$ cat src/ecsr_pkg.sv
// constants for the configuration save/restore controller
package ecsr_pkg;
  // register offsets on the serial control port
  localparam logic [11:0] OFS_BUSY    = 12'hB00;
  localparam logic [11:0] OFS_ERROR   = 12'hB01;
  localparam logic [11:0] OFS_CTRL    = 12'hB02;
  localparam logic [11:0] OFS_SAVE    = 12'hB03;
  localparam logic [11:0] OFS_COMMIT  = 12'h232;
  localparam logic [3:0]  SEG_PAGE    = 4'hA;    // 0xA00..0xAFF holds the command list

  // field positions
  localparam int BIT_BUSY    = 0;
  localparam int BIT_ERROR   = 0;
  localparam int BIT_PERMIT  = 0;
  localparam int BIT_RELOAD  = 1;
  localparam int BIT_SAVE    = 0;
  localparam int BIT_COMMIT  = 0;
  localparam int BIT_OPCODE  = 7;

  // reset values
  localparam logic RST_PERMIT = 1'b0;
  localparam logic RST_SAVE   = 1'b0;

  // operation codes in the command list
  localparam logic [7:0] OP_COMMIT = 8'h80;
  localparam logic [7:0] OP_END    = 8'hFF;

  // default command list: one 128-byte transfer from 0x0000, commit, end
  localparam int         DEF_LEN   = 5;
  localparam logic [7:0] DEF_CMD   = 8'h7F;
  localparam logic [7:0] DEF_A_HI  = 8'h00;
  localparam logic [7:0] DEF_A_LO  = 8'h00;

  // least gap between two transfers
  localparam int CLK_MHZ     = 50;
  localparam int T_GAP_NS    = 10000;
  localparam int GAP_CYCLES  = (T_GAP_NS * CLK_MHZ + 999) / 1000;

  // sequencer states, gray on each step except DECODE to NVM or SUM, BWR to SEGW and DONE to IDLE
  typedef enum logic [3:0] {
    ST_INIT   = 4'h0,
    ST_IDLE   = 4'h1,
    ST_SEGW   = 4'h3,
    ST_DECODE = 4'h2,
    ST_BANK   = 4'h6,
    ST_BANKW  = 4'h7,
    ST_NVM    = 4'h5,
    ST_BWR    = 4'h4,
    ST_SUM    = 4'hC,
    ST_DONE   = 4'hD
  } ecsr_state_t;

  // what the pending command-list byte is
  typedef enum logic [1:0] {
    SEG_CMD  = 2'h0,
    SEG_A_HI = 2'h1,
    SEG_A_LO = 2'h3
  } ecsr_seg_t;
endpackage

$ cat src/ecsr_seg_mem.sv
// command-list memory with registered read data
`timescale 1ns/1ps
module ecsr_seg_mem #(
  parameter int AW = 8,
  parameter int DW = 8
) (
  // clock
  input  wire logic          clk_i,
  // write port
  input  wire logic          we_i,
  input  wire logic [AW-1:0] waddr_i,
  input  wire logic [DW-1:0] wdata_i,
  // read port
  input  wire logic [AW-1:0] raddr_i,
  output logic      [DW-1:0] rdata_o
);
  logic [DW-1:0] mem [0:(1<<AW)-1];

  // write and registered read
  always_ff @(posedge clk_i)
  begin
    if (we_i)
    begin
      mem[waddr_i] <= wdata_i;
    end
    rdata_o <= mem[raddr_i];
  end
endmodule

$ cat src/ecsr_ctrl.sv
// configuration save/restore controller between register bank and store
`timescale 1ns/1ps
module ecsr_ctrl #(
  parameter int NVM_AW = 10
) (
  // clock and reset
  input  wire logic              clk_i,
  input  wire logic              sys_rst_i,
  // register port
  input  wire logic [11:0]       reg_addr_i,
  input  wire logic              reg_wr_i,
  input  wire logic [7:0]        reg_wdata_i,
  input  wire logic              reg_rd_i,
  output logic      [7:0]        reg_rdata_o,
  output logic                   reg_rvalid_o,
  // pins
  input  wire logic              nvm_sel_n_i,
  input  wire logic              status_pin_sel_i,
  input  wire logic              status_other_i,
  output logic                   status_o,
  // buffer register bank
  output logic      [15:0]       bank_addr_o,
  output logic                   bank_rd_o,
  output logic                   bank_we_o,
  output logic      [7:0]        bank_wdata_o,
  input  wire logic [7:0]        bank_rdata_i,
  // nonvolatile store
  output logic                   nvm_req_o,
  output logic                   nvm_we_o,
  output logic      [NVM_AW-1:0] nvm_addr_o,
  output logic      [7:0]        nvm_wdata_o,
  input  wire logic              nvm_ack_i,
  input  wire logic [7:0]        nvm_rdata_i,
  // device-wide effects
  output logic                   commit_o,
  output logic                   soft_rst_o
);
  ecsr_pkg::ecsr_state_t state;
  ecsr_pkg::ecsr_seg_t   seg_what;
  logic [7:0]        ptr;
  logic [6:0]        cnt;
  logic [15:0]       baddr;
  logic [NVM_AW-1:0] nptr;
  logic [7:0]        sum;
  logic [7:0]        data;
  logic              is_save;
  logic              busy;
  logic              err;
  logic              permit;
  logic              save_trig;
  logic [1:0]        sel_sync;
  logic [9:0]        gap;
  logic [7:0]        seg_rdata;
  logic              seg_we;
  logic [7:0]        seg_waddr;
  logic [7:0]        seg_wdata;
  logic              rd_d;
  logic [11:0]       raddr_d;
  logic              start_save;
  logic              start_load;
  logic              host_seg_wr;

  // true when the address falls inside the command-list page
  function automatic logic in_seg(input logic [11:0] a);
    in_seg = (a[11:8] == ecsr_pkg::SEG_PAGE);
  endfunction

  // default command list contents
  function automatic logic [7:0] def_byte(input logic [7:0] i);
    case (i)
      8'h00:   def_byte = ecsr_pkg::DEF_CMD;
      8'h01:   def_byte = ecsr_pkg::DEF_A_HI;
      8'h02:   def_byte = ecsr_pkg::DEF_A_LO;
      8'h03:   def_byte = ecsr_pkg::OP_COMMIT;
      default: def_byte = ecsr_pkg::OP_END;
    endcase
  endfunction

  // nonvolatile-select pin through two flip-flops
  always_ff @(posedge clk_i or posedge sys_rst_i)
  begin
    if (sys_rst_i)
      sel_sync <= 2'h3;                                                            // idle high: no false reload
    else
      sel_sync <= {sel_sync[0], nvm_sel_n_i};
  end

  assign busy        = (state != ecsr_pkg::ST_IDLE) && (state != ecsr_pkg::ST_INIT);
  assign host_seg_wr = reg_wr_i && in_seg(reg_addr_i) && !busy && (state != ecsr_pkg::ST_INIT);
  // a save or reload is taken only when idle and the gap has run out
  assign start_save  = (state == ecsr_pkg::ST_IDLE) && (gap == 10'h000) && save_trig;
  assign start_load  = reg_wr_i && (reg_addr_i == ecsr_pkg::OFS_CTRL) && reg_wdata_i[ecsr_pkg::BIT_RELOAD]
                       && !sel_sync[1] && (state == ecsr_pkg::ST_IDLE) && (gap == 10'h000);

  // command-list memory: filled with defaults after reset, then host writes while idle
  assign seg_we    = (state == ecsr_pkg::ST_INIT) || host_seg_wr;
  assign seg_waddr = (state == ecsr_pkg::ST_INIT) ? ptr : reg_addr_i[7:0];
  assign seg_wdata = (state == ecsr_pkg::ST_INIT) ? def_byte(ptr) : reg_wdata_i;

  ecsr_seg_mem #(
    .AW (8),
    .DW (8)
  ) u_seg (
    .clk_i   (clk_i),
    .we_i    (seg_we),
    .waddr_i (seg_waddr),
    .wdata_i (seg_wdata),
    .raddr_i (busy ? ptr : reg_addr_i[7:0]),
    .rdata_o (seg_rdata)
  );

  // write permit, reset to protected
  always_ff @(posedge clk_i or posedge sys_rst_i)
  begin
    if (sys_rst_i)
      permit <= ecsr_pkg::RST_PERMIT;
    else if (reg_wr_i && reg_addr_i == ecsr_pkg::OFS_CTRL)
      permit <= reg_wdata_i[ecsr_pkg::BIT_PERMIT];
  end

  // save trigger: software sets, sequencer clears at the end of the save or when the save is refused without permit
  always_ff @(posedge clk_i or posedge sys_rst_i)
  begin
    if (sys_rst_i)
      save_trig <= ecsr_pkg::RST_SAVE;
    else if (reg_wr_i && reg_addr_i == ecsr_pkg::OFS_SAVE && reg_wdata_i[ecsr_pkg::BIT_SAVE])
      save_trig <= 1'b1;
    else if (state == ecsr_pkg::ST_IDLE && save_trig && gap == 10'h000 && !permit)
      save_trig <= 1'b0;
    else if (state == ecsr_pkg::ST_DONE && is_save)
      save_trig <= 1'b0;
  end

  // guard time after each transfer
  always_ff @(posedge clk_i or posedge sys_rst_i)
  begin
    if (sys_rst_i)
      gap <= 10'h000;
    else if (state == ecsr_pkg::ST_DONE)
      gap <= 10'(ecsr_pkg::GAP_CYCLES);
    else if (gap != 10'h000)
      gap <= gap - 10'h001;
  end

  // commit pulse from the commit register or a commit opcode
  always_ff @(posedge clk_i or posedge sys_rst_i)
  begin
    if (sys_rst_i)
      commit_o <= 1'b0;
    else
      commit_o <= (reg_wr_i && reg_addr_i == ecsr_pkg::OFS_COMMIT && reg_wdata_i[ecsr_pkg::BIT_COMMIT])
                  || (state == ecsr_pkg::ST_DECODE && seg_what == ecsr_pkg::SEG_CMD
                      && seg_rdata == ecsr_pkg::OP_COMMIT);
  end

  // soft reset pulse at the start of a reload
  always_ff @(posedge clk_i or posedge sys_rst_i)
  begin
    if (sys_rst_i)
      soft_rst_o <= 1'b0;
    else
      soft_rst_o <= start_load;
  end

  // error flag: cleared at each start, set on a bad checksum or a list with no end
  always_ff @(posedge clk_i or posedge sys_rst_i)
  begin
    if (sys_rst_i)
      err <= 1'b0;
    else if (state == ecsr_pkg::ST_SUM && !is_save && nvm_ack_i && nvm_rdata_i != sum)
      err <= 1'b1;
    else if (state == ecsr_pkg::ST_DECODE && ptr == 8'hFF && seg_what == ecsr_pkg::SEG_CMD
             && seg_rdata != ecsr_pkg::OP_END && seg_rdata != ecsr_pkg::OP_COMMIT)
      err <= 1'b1;
    else if (start_save && permit || start_load)
      err <= 1'b0;
  end

  // sequencer walking the command list
  always_ff @(posedge clk_i or posedge sys_rst_i)
  begin
    if (sys_rst_i)
    begin
      state    <= ecsr_pkg::ST_INIT;
      seg_what <= ecsr_pkg::SEG_CMD;
      ptr      <= 8'h00;
      cnt      <= 7'h00;
      baddr    <= 16'h0000;
      nptr     <= '0;
      sum      <= 8'h00;
      data     <= 8'h00;
      is_save  <= 1'b0;
    end
    else
    begin
      case (state)
        ecsr_pkg::ST_INIT:
        begin
          ptr <= ptr + 8'h01;
          if (ptr == 8'(ecsr_pkg::DEF_LEN - 1))
          begin
            state <= ecsr_pkg::ST_IDLE;
          end
        end
        ecsr_pkg::ST_IDLE:
        begin
          ptr      <= 8'h00;
          nptr     <= '0;
          sum      <= 8'h00;
          seg_what <= ecsr_pkg::SEG_CMD;
          if ((start_save && permit) || start_load)
          begin
            is_save <= start_save;
            state   <= ecsr_pkg::ST_SEGW;
          end
        end
        ecsr_pkg::ST_SEGW:
          state <= ecsr_pkg::ST_DECODE;
        ecsr_pkg::ST_DECODE:
        begin
          ptr   <= ptr + 8'h01;
          state <= ecsr_pkg::ST_SEGW;
          case (seg_what)
            ecsr_pkg::SEG_CMD:
            begin
              if (!seg_rdata[ecsr_pkg::BIT_OPCODE])
              begin
                cnt      <= seg_rdata[6:0];
                seg_what <= ecsr_pkg::SEG_A_HI;
              end
              else if (seg_rdata == ecsr_pkg::OP_END || ptr == 8'hFF)
              begin
                state <= ecsr_pkg::ST_SUM;
              end
            end
            ecsr_pkg::SEG_A_HI:
            begin
              baddr[15:8] <= seg_rdata;
              seg_what    <= ecsr_pkg::SEG_A_LO;
            end
            default:
            begin
              baddr[7:0] <= seg_rdata;
              seg_what   <= ecsr_pkg::SEG_CMD;
              state      <= is_save ? ecsr_pkg::ST_BANK : ecsr_pkg::ST_NVM;
            end
          endcase
        end
        ecsr_pkg::ST_BANK:
          state <= ecsr_pkg::ST_BANKW;
        ecsr_pkg::ST_BANKW:
        begin
          data  <= bank_rdata_i;
          state <= ecsr_pkg::ST_NVM;
        end
        ecsr_pkg::ST_NVM:
        begin
          if (nvm_ack_i)
          begin
            nptr <= nptr + 1'b1;
            if (is_save)
            begin
              sum <= sum + data;
            end
            else
            begin
              data <= nvm_rdata_i;
              sum  <= sum + nvm_rdata_i;
            end
            state <= is_save ? ecsr_pkg::ST_BWR : ecsr_pkg::ST_BWR;
          end
        end
        ecsr_pkg::ST_BWR:
        begin
          baddr <= baddr + 16'h0001;
          cnt   <= cnt - 7'h01;
          if (cnt == 7'h00)
            state <= ecsr_pkg::ST_SEGW;
          else
            state <= is_save ? ecsr_pkg::ST_BANK : ecsr_pkg::ST_NVM;
        end
        ecsr_pkg::ST_SUM:
        begin
          if (nvm_ack_i)
          begin
            state <= ecsr_pkg::ST_DONE;
          end
        end
        ecsr_pkg::ST_DONE:
          state <= ecsr_pkg::ST_IDLE;
        default:
          state <= ecsr_pkg::ST_IDLE;
      endcase
    end
  end

  // bank port: read on a save, write on a load
  assign bank_addr_o  = baddr;
  assign bank_rd_o    = (state == ecsr_pkg::ST_BANK);
  assign bank_we_o    = (state == ecsr_pkg::ST_BWR) && !is_save;
  assign bank_wdata_o = data;

  // store port: request held until acknowledged, checksum byte last
  assign nvm_req_o   = (state == ecsr_pkg::ST_NVM) || (state == ecsr_pkg::ST_SUM);
  assign nvm_we_o    = nvm_req_o && is_save;
  assign nvm_addr_o  = nptr;
  assign nvm_wdata_o = (state == ecsr_pkg::ST_SUM) ? sum : data;

  // status pin mirrors busy when selected
  assign status_o = status_pin_sel_i ? busy : status_other_i;

  // register reads answer two cycles after the strobe
  always_ff @(posedge clk_i or posedge sys_rst_i)
  begin
    if (sys_rst_i)
    begin
      rd_d         <= 1'b0;
      raddr_d      <= 12'h000;
      reg_rdata_o  <= 8'h00;
      reg_rvalid_o <= 1'b0;
    end
    else
    begin
      rd_d         <= reg_rd_i;
      raddr_d      <= reg_addr_i;
      reg_rvalid_o <= rd_d;
      if (rd_d)
      begin
        case (raddr_d)
          ecsr_pkg::OFS_BUSY:  reg_rdata_o <= {7'h00, busy};
          ecsr_pkg::OFS_ERROR: reg_rdata_o <= {7'h00, err};
          ecsr_pkg::OFS_CTRL:  reg_rdata_o <= {7'h00, permit};
          ecsr_pkg::OFS_SAVE:  reg_rdata_o <= {7'h00, save_trig};
          default:             reg_rdata_o <= in_seg(raddr_d) ? seg_rdata : 8'h00;
        endcase
      end
    end
  end
endmodule

$ cat config.mk
export PLATFORM = sky130hd
export DESIGN_NAME = ecsr_ctrl
export DESIGN_NICKNAME = d
export VERILOG_FILES = /design/src/ecsr_pkg.sv /design/src/ecsr_seg_mem.sv /design/src/ecsr_ctrl.sv
export SDC_FILE = /design/constraint.sdc
export NUM_CORES = 2
export LEC_CHECK = 0
export ABC_AREA = 1
export BUFFER_PORTS_ARGS = -buffer_cell sky130_fd_sc_hd__buf_2
export CAP_MARGIN = 20
export CORE_UTILIZATION = 35
export CTS_CLUSTER_DIAMETER = 200
export CTS_CLUSTER_SIZE = 12
export DETAILED_ROUTE_END_ITERATION = 10
export PLACE_DENSITY_LB_ADDON = 0.08
export SETUP_SLACK_MARGIN = 0.3
export SYNTH_ARGS = -nofsm -noshare
export SYNTH_HDL_FRONTEND = slang
export SYNTH_SLANG_ARGS = --single-unit
$ cat constraint.sdc
create_clock -name clk_i -period 14.15 [get_ports clk_i]
set_clock_uncertainty 0.05 [all_clocks]
set_input_delay 0.7075 -clock clk_i [delete_from_list [all_inputs] [get_ports clk_i]]
set_output_delay 0.7075 -clock clk_i [all_outputs]
set_load 0.01 [all_outputs]
Yosys cells after proc, flatten, opt, wreduce, memory -nomap -nowiden
Memories as Yosys holds them, arrays and structs flattened. A register that Yosys moved wholly into a read port is not among the register bits.
Cells that the tools add are included.
{"block": "totals", "ff_bits": 103, "mem_bits_rw": 2048, "input_bits": 44, "output_inout_bits": 58, "wordCells": 181, "mem_count": 1}
{"block": "classes", "addsub": 7, "n_eq_ne": 40, "muxes": 46, "n_reduce_logical": 66}
{"name": "u_seg.mem", "depth": 256, "word_bits": 8, "rd": 1, "rd_ports_with_merged_regs": 1, "wr": 1, "line": "ecsr_seg_mem.sv:17", "source": "logic [DW-1:0] mem [0:(1<<AW)-1];"}
{"operator": "$mux W8", "count": 11}
{"operator": "$eq A12 B12 Y1 const B", "count": 6}
{"operator": "$pmux W8 S2", "count": 3}
{"operator": "$pmux W4 S9", "count": 1}
{"operator": "$pmux W16 S2", "count": 1}
{"operator": "$pmux W8 S4", "count": 1}
{"operator": "$logic_and A1 B1 Y1", "count": 31}
{"operator": "$mux W10", "count": 3}
{"operator": "$eq A8 B8 Y1 const B", "count": 3}
{"operator": "$mux W4", "count": 6}
{"operator": "$pmux W8 S3", "count": 1}
{"operator": "$pmux W10 S2", "count": 1}
{"operator": "$add A16 B1 Y16 const B", "count": 1}
{"operator": "$add A8 B8 Y8", "count": 2}
{"operator": "$eq A4 B3 Y1 const B", "count": 4}
{"operator": "$eq A4 B4 Y1 const B", "count": 4}
{"operator": "$eq A8 B2 Y1 const B", "count": 2}
{"operator": "$ne A8 B8 Y1 const B", "count": 2}
{"operator": "$mux W7", "count": 2}
{"operator": "$pmux W7 S2", "count": 1}
{"operator": "$eq A12 B10 Y1 const B", "count": 1}
{"operator": "$reduce_bool A2 Y1", "count": 6}
{"operator": "$add A10 B1 Y10 const B", "count": 1}
{"operator": "$logic_not A10 Y1", "count": 1}
{"operator": "31 further kinds", "count": 64}

Logic depth before layout (Yosys ltp)
{"block": "logic_depth", "word_depth": 10, "ltp_mapped": 18, "ltp_nobuf": 14}

Modules after synthesis
From an unflattened synthesis, not the netlist that was laid out.
{"block": "hier_totals", "hier_cells": 7859, "hier_area_um2": 89677.3}
{"mod": "ecsr_seg_mem", "n_inst": 1, "cells_each": 7003, "area_per_inst_um2": 83396.2, "seq_area_each_um2": 61659.1}
{"mod": "ecsr_ctrl", "n_inst": 1, "cells_each": 856, "area_per_inst_um2": 6281.0, "seq_area_each_um2": 2580.0}

Worst setup path before layout
No wires, ideal clock.
{"block": "synth_timing", "path_kind": "input port to flip-flop", "startpoint": "in reg_wdata_i[0]", "endpoint": "mem u_seg.mem[0][0] (data pin)", "setup_ns": 2.188, "arrival_time_ns": 10.669, "t_required_ns": 11.912, "setup_slack_ns": 1.244, "stages": 2, "path_buffers": 0, "path_cell_list": "inv_1 > o21ai_0"}
{"block": "synth_via", "elab_chain_cells": 1}
{"element": "from (decl)", "line": "ecsr_ctrl.sv:12", "source": "input wire logic [7:0] reg_wdata_i,"}
{"element": "$mux W8", "line": "ecsr_ctrl.sv:98", "source": "assign seg_wdata = (state == ecsr_pkg::ST_INIT) ? def_byte(ptr) : reg_wdata_i;"}
{"element": "via seg_wdata[0]", "line": "ecsr_ctrl.sv:56", "source": "logic [7:0] seg_wdata;"}
{"element": "to (decl)", "line": "ecsr_seg_mem.sv:17"}
The timed path passes the listed nets, and every way through them passes these cells.

Worst setup path in the final report
{"block": "layout_timing", "startpoint": "reg state[1]", "endpoint": "reg u_seg.rdata_o[2], read port of u_seg.mem"}
{"block": "layout_via", "elab_chain_cells": 3, "elab_cells_between_ends": 4, "cone_classes": "eq/ne (1); mux (1); reduce/logical (2)"}
{"element": "from (decl)", "line": "ecsr_ctrl.sv:38", "source": "ecsr_pkg::ecsr_state_t state;"}
{"element": "from (signal assigned)", "line": "ecsr_ctrl.sv:184", "source": "state <= ecsr_pkg::ST_INIT;"}
{"element": "from (signal assigned)", "line": "ecsr_ctrl.sv:202", "source": "state <= ecsr_pkg::ST_IDLE;"}
{"element": "from (signal assigned)", "line": "ecsr_ctrl.sv:214", "source": "state <= ecsr_pkg::ST_SEGW;"}
{"element": "$ne A4 B1 Y1 or $reduce_bool A4 Y1 (tied branches)", "line": "ecsr_ctrl.sv:88", "source": "assign busy = (state != ecsr_pkg::ST_IDLE) && (state != ecsr_pkg::ST_INIT);"}
{"element": "$logic_and A1 B1 Y1 (*)", "line": "ecsr_ctrl.sv:88"}
{"element": "$mux W8 (*)", "line": "ecsr_ctrl.sv:108", "source": ".raddr_i (busy ? ptr : reg_addr_i[7:0]),"}
{"element": "to (decl)", "line": "ecsr_seg_mem.sv:15", "source": "output logic [DW-1:0] rdata_o"}
Mark *: on every way between the ends. The rest lies on a longest branch, timed or not.
A chain may end at the register's enable or synchronous reset.

==> qor.yml <==
status:
  status: "finished clean"
sta:
  setup_violations: 0
  layout_setup_ws_ps: 8370
  maxSlewHeadroom_pct: 14.6
  hold_violations: 0
  finalSetupTns_ps: 0
  finalCritPeriodShare_pct: 40.8
  fmax_mhz: 173
  rsz0062_at_grt: "false"
  layout_min_cycle_time_ps: 5780
  worstMarginPinSlew_ps: 1280
  slew_viol_final: 0
power:
  pwr-share-comb_pct: 41.2
  swShare_pct: 43.4
  p_sw_w: 0.0102
  ir_worst_vdd_v: 0.000286
  power_frac_seq_pct: 37.4
  p_int_w: 0.0132
  clock_power_share_pct: 21.4
  power.leakage_nw: 42.1
  power-per-cell-area_mw_per_mm2: 224
  power_w: 0.0234
route:
  first_pass_iters: 6
  drc: 0
  drtIter0Drc: 6200
  vias: 64619
  wl_per_cell_um: 23.9
  routed_via_density: 5.02
  ant_nets: 0
  routed_wl_um: 308000
placed_design:
  placed_area_mm2: 0.0988
  numPlacedInstances: 12596
  place.gp.congestion: 0.815
  place_ws_ps: 8510
  place.detailed.hpwl_um: 172000
  port_buffers: 101
grt:
  grt_use_total_pct: 22.3
  grt_overflow: 0
  grt_pass1_vias: 61608
  grt_pass1_wl_um: 447000
  grt_max_degree: 187
  antenna_found_initial: 23
finish:
  fillers: 26315
  layout_commonest_cell: "nand2_1"
  drive_gt1_share_pct: 5.23
  final_cell_mix: "nand2_1 (2506), edfxtp_1 (2048), nand3_1 (1791)"
  area_growth_pct: 9.98
  stdcell_count: 12869
  finalInstanceArea_mm2: 0.104
  final_nets: 9333
clock_tree:
  cts_buffers: 205
  path_clk_slew_ps: 70
  cts_max_path_buffers: 4
  ctsRootBufferMaster: "clkbuf_16"
  clk_latency_ps: 900
  cts_num_sinks: 2159
  cts-htree-levels: 4
  cts_tree: "built"
synth:
  synthFlopType: "edfxtp_1"
  ys_types: 56
  synth-edff-count: 2048
  seq_area_frac_synth_pct: 67.6
  yosysWarningCount: 0
  ys_seq_elements: 2159
  syn_avg_cell_area_um2: 10.2
  syn-num-nets: 9402
  async_flop_share_pct: 4.77
  netlist_area_mm2: 0.0950
  synth_cells: 9340
worst_setup_path:
  worstReg2RegStart: "state[1]"
  cp_data_arrival_time_ps: 6470
  crit_family: "simple AND/OR/NAND/NOR gates"
  cp_num_buf_inv: 3
  worstSetupPathType: "register to register"
  worstPathCellList: "inv_2, nand2_8, nand2_4, nand2_8, buf_4, buf_4, nand2_1, nand3_1, nand3_1, nand3_1, nand3_1, nand3_1, nand3_1, nand3_1, nand2_1"
  crit_path_end: "u_seg.rdata_o[2]"
  end_kind: "register"
  cp_slowest_stage_delay_ps: 770
  critical-path-slowest-cell: "buf_4"
  critical_path.max_fanout: 122
  startpoint_type: "register"
  cp_num_cells: 15
  crit_start: "state[1]"
  cp_data_required_time_ps: 14840
  reg2reg_slack_ps: 8370
  rr_endpoint: "u_seg.rdata_o[2]"
  cp_common_cell: "nand3_1"
  worstRegToRegCells: 15
die:
  die_w_um: 523
  dieArea_mm2: 0.274
  die_h_um: 523
  core-area_mm2: 0.269
  io_pins: 102
  initial_core_util_pct: 35.3
  rows: 190
min_path:
  hp-class: "input pin to register"
flow_run:
  cap_violations: 0
per-layer routing:
layer	vias to the layer above	routed length, um	track usage, %
met3	388	18900	3.23
met1	31887	141000	32.1
met5	-	0	0
met4	0	8410	6.14
li1	30390	-	-
met2	1954	139000	34.9
repair_timing:
item / in CTS / in global routing
gates resized for setup: 0 / 0
endpoints found under the hold margin: 47 / 0
setup buffers: 0 / 0
hold buffers: 19 / 0
synthesized netlist by cell type, types with 10 or more instances:
master / count / share of area (%)
a21oi_1: 40 / 0.21
a31oi_1: 19 / 0.13
buf_1: 57 / 0.23
buf_2: 272 / 1.4
buf_4: 10 / 0.079
clkbuf_1: 157 / 0.62
dfrtp_1: 101 / 2.7
edfxtp_1: 2048 / 65
ha_1: 17 / 0.22
inv_1: 1585 / 6.3
inv_2: 11 / 0.043
nand2_1: 2527 / 10
nand3_1: 1792 / 9.4
nand4_1: 13 / 0.086
nor2_1: 355 / 1.4
nor3_1: 14 / 0.074
o211ai_1: 68 / 0.54
o21ai_0: 123 / 0.65
o21ai_1: 15 / 0.079
o22ai_1: 15 / 0.099
xnor2_1: 11 / 0.10
registers in the layout, summed over array words and instances (netlist names):
register	flops
save_trig	1
err	1
commit_o	1
reg_rdata_o	8
bank_wdata_o	8
gap	10
reg_rvalid_o	1
sum	8
seg_what	2
soft_rst_o	1
is_save	1
raddr_d	12
nvm_addr_o	10
u_seg.mem	2048
u_seg.rdata_o	8
bank_addr_o	16
permit	1
state	4
rd_d	1
cnt	7
sel_sync	2
ptr	8
per-stage QoR:
stage,utilization [%],hold WS [ps]
finish,38.9,72.9
global route,38.9,32.2
CTS,38.8,9.82
detailed placement,36.8,306
global placement,36.8,301
floorplan,-,295
power groups by stage:
stage	clock network, W	registers, W	logic [W]
6_report	0.00500	0.00875	0.00963
3_3_place_gp	0	0.00888	0.00973
5_1_grt	0.00533	0.00876	0.0105
4_1_cts	0.00511	0.00874	0.00974
3_5_place_dp	0	0.00888	0.00971
2_1_floorplan	0	0.00943	0.00539
cell families after synthesis:
logic type,after synthesis,synth area share (%)
compound gates,311,1.98
xor+xnor,19,0.175
fa+ha+maj,18,0.245
buf+inv,2097,8.69
flops,2159,67.6
simple gates,4736,21.3
area by class of cell:
type	instances	area (um2)	share of cell area, %
clock inverters	3	41.3	0.0395
multi-input cells	5084	22700	21.8
well taps	3552	4440	4.25
flip-flops and latches	2159	64200	61.5
clock buffers	245	5370	5.13
inverters	1600	6030	5.77
repair buffers	221	1620	1.55
diodes	5	12.5	0.0120
worst reg2reg max path, cell delays in order, from the launching register on:
cell,delay (ps)
dfrtp_1,520
inv_2,170
nand2_8,220
nand2_4,260
nand2_8,650
buf_4,950
buf_4,840
nand2_1,110
nand3_1,100
nand3_1,120
nand3_1,180
nand3_1,180
nand3_1,440
nand3_1,580
nand3_1,230
nand2_1,60
worst min-delay path by stage:
stage | from | end | cells past startpoint
floorplan | sel_sync[0] | sel_sync[1] | 0
global placement | sel_sync[0] | sel_sync[1] | 0
detailed placement | sel_sync[0] | sel_sync[1] | 0
CTS | reg_wr_i | soft_rst_o | 3
global route | reg_wr_i | soft_rst_o | 3
finish | reg_wr_i | soft_rst_o | 3
Power figures use the tool's default switching activity.
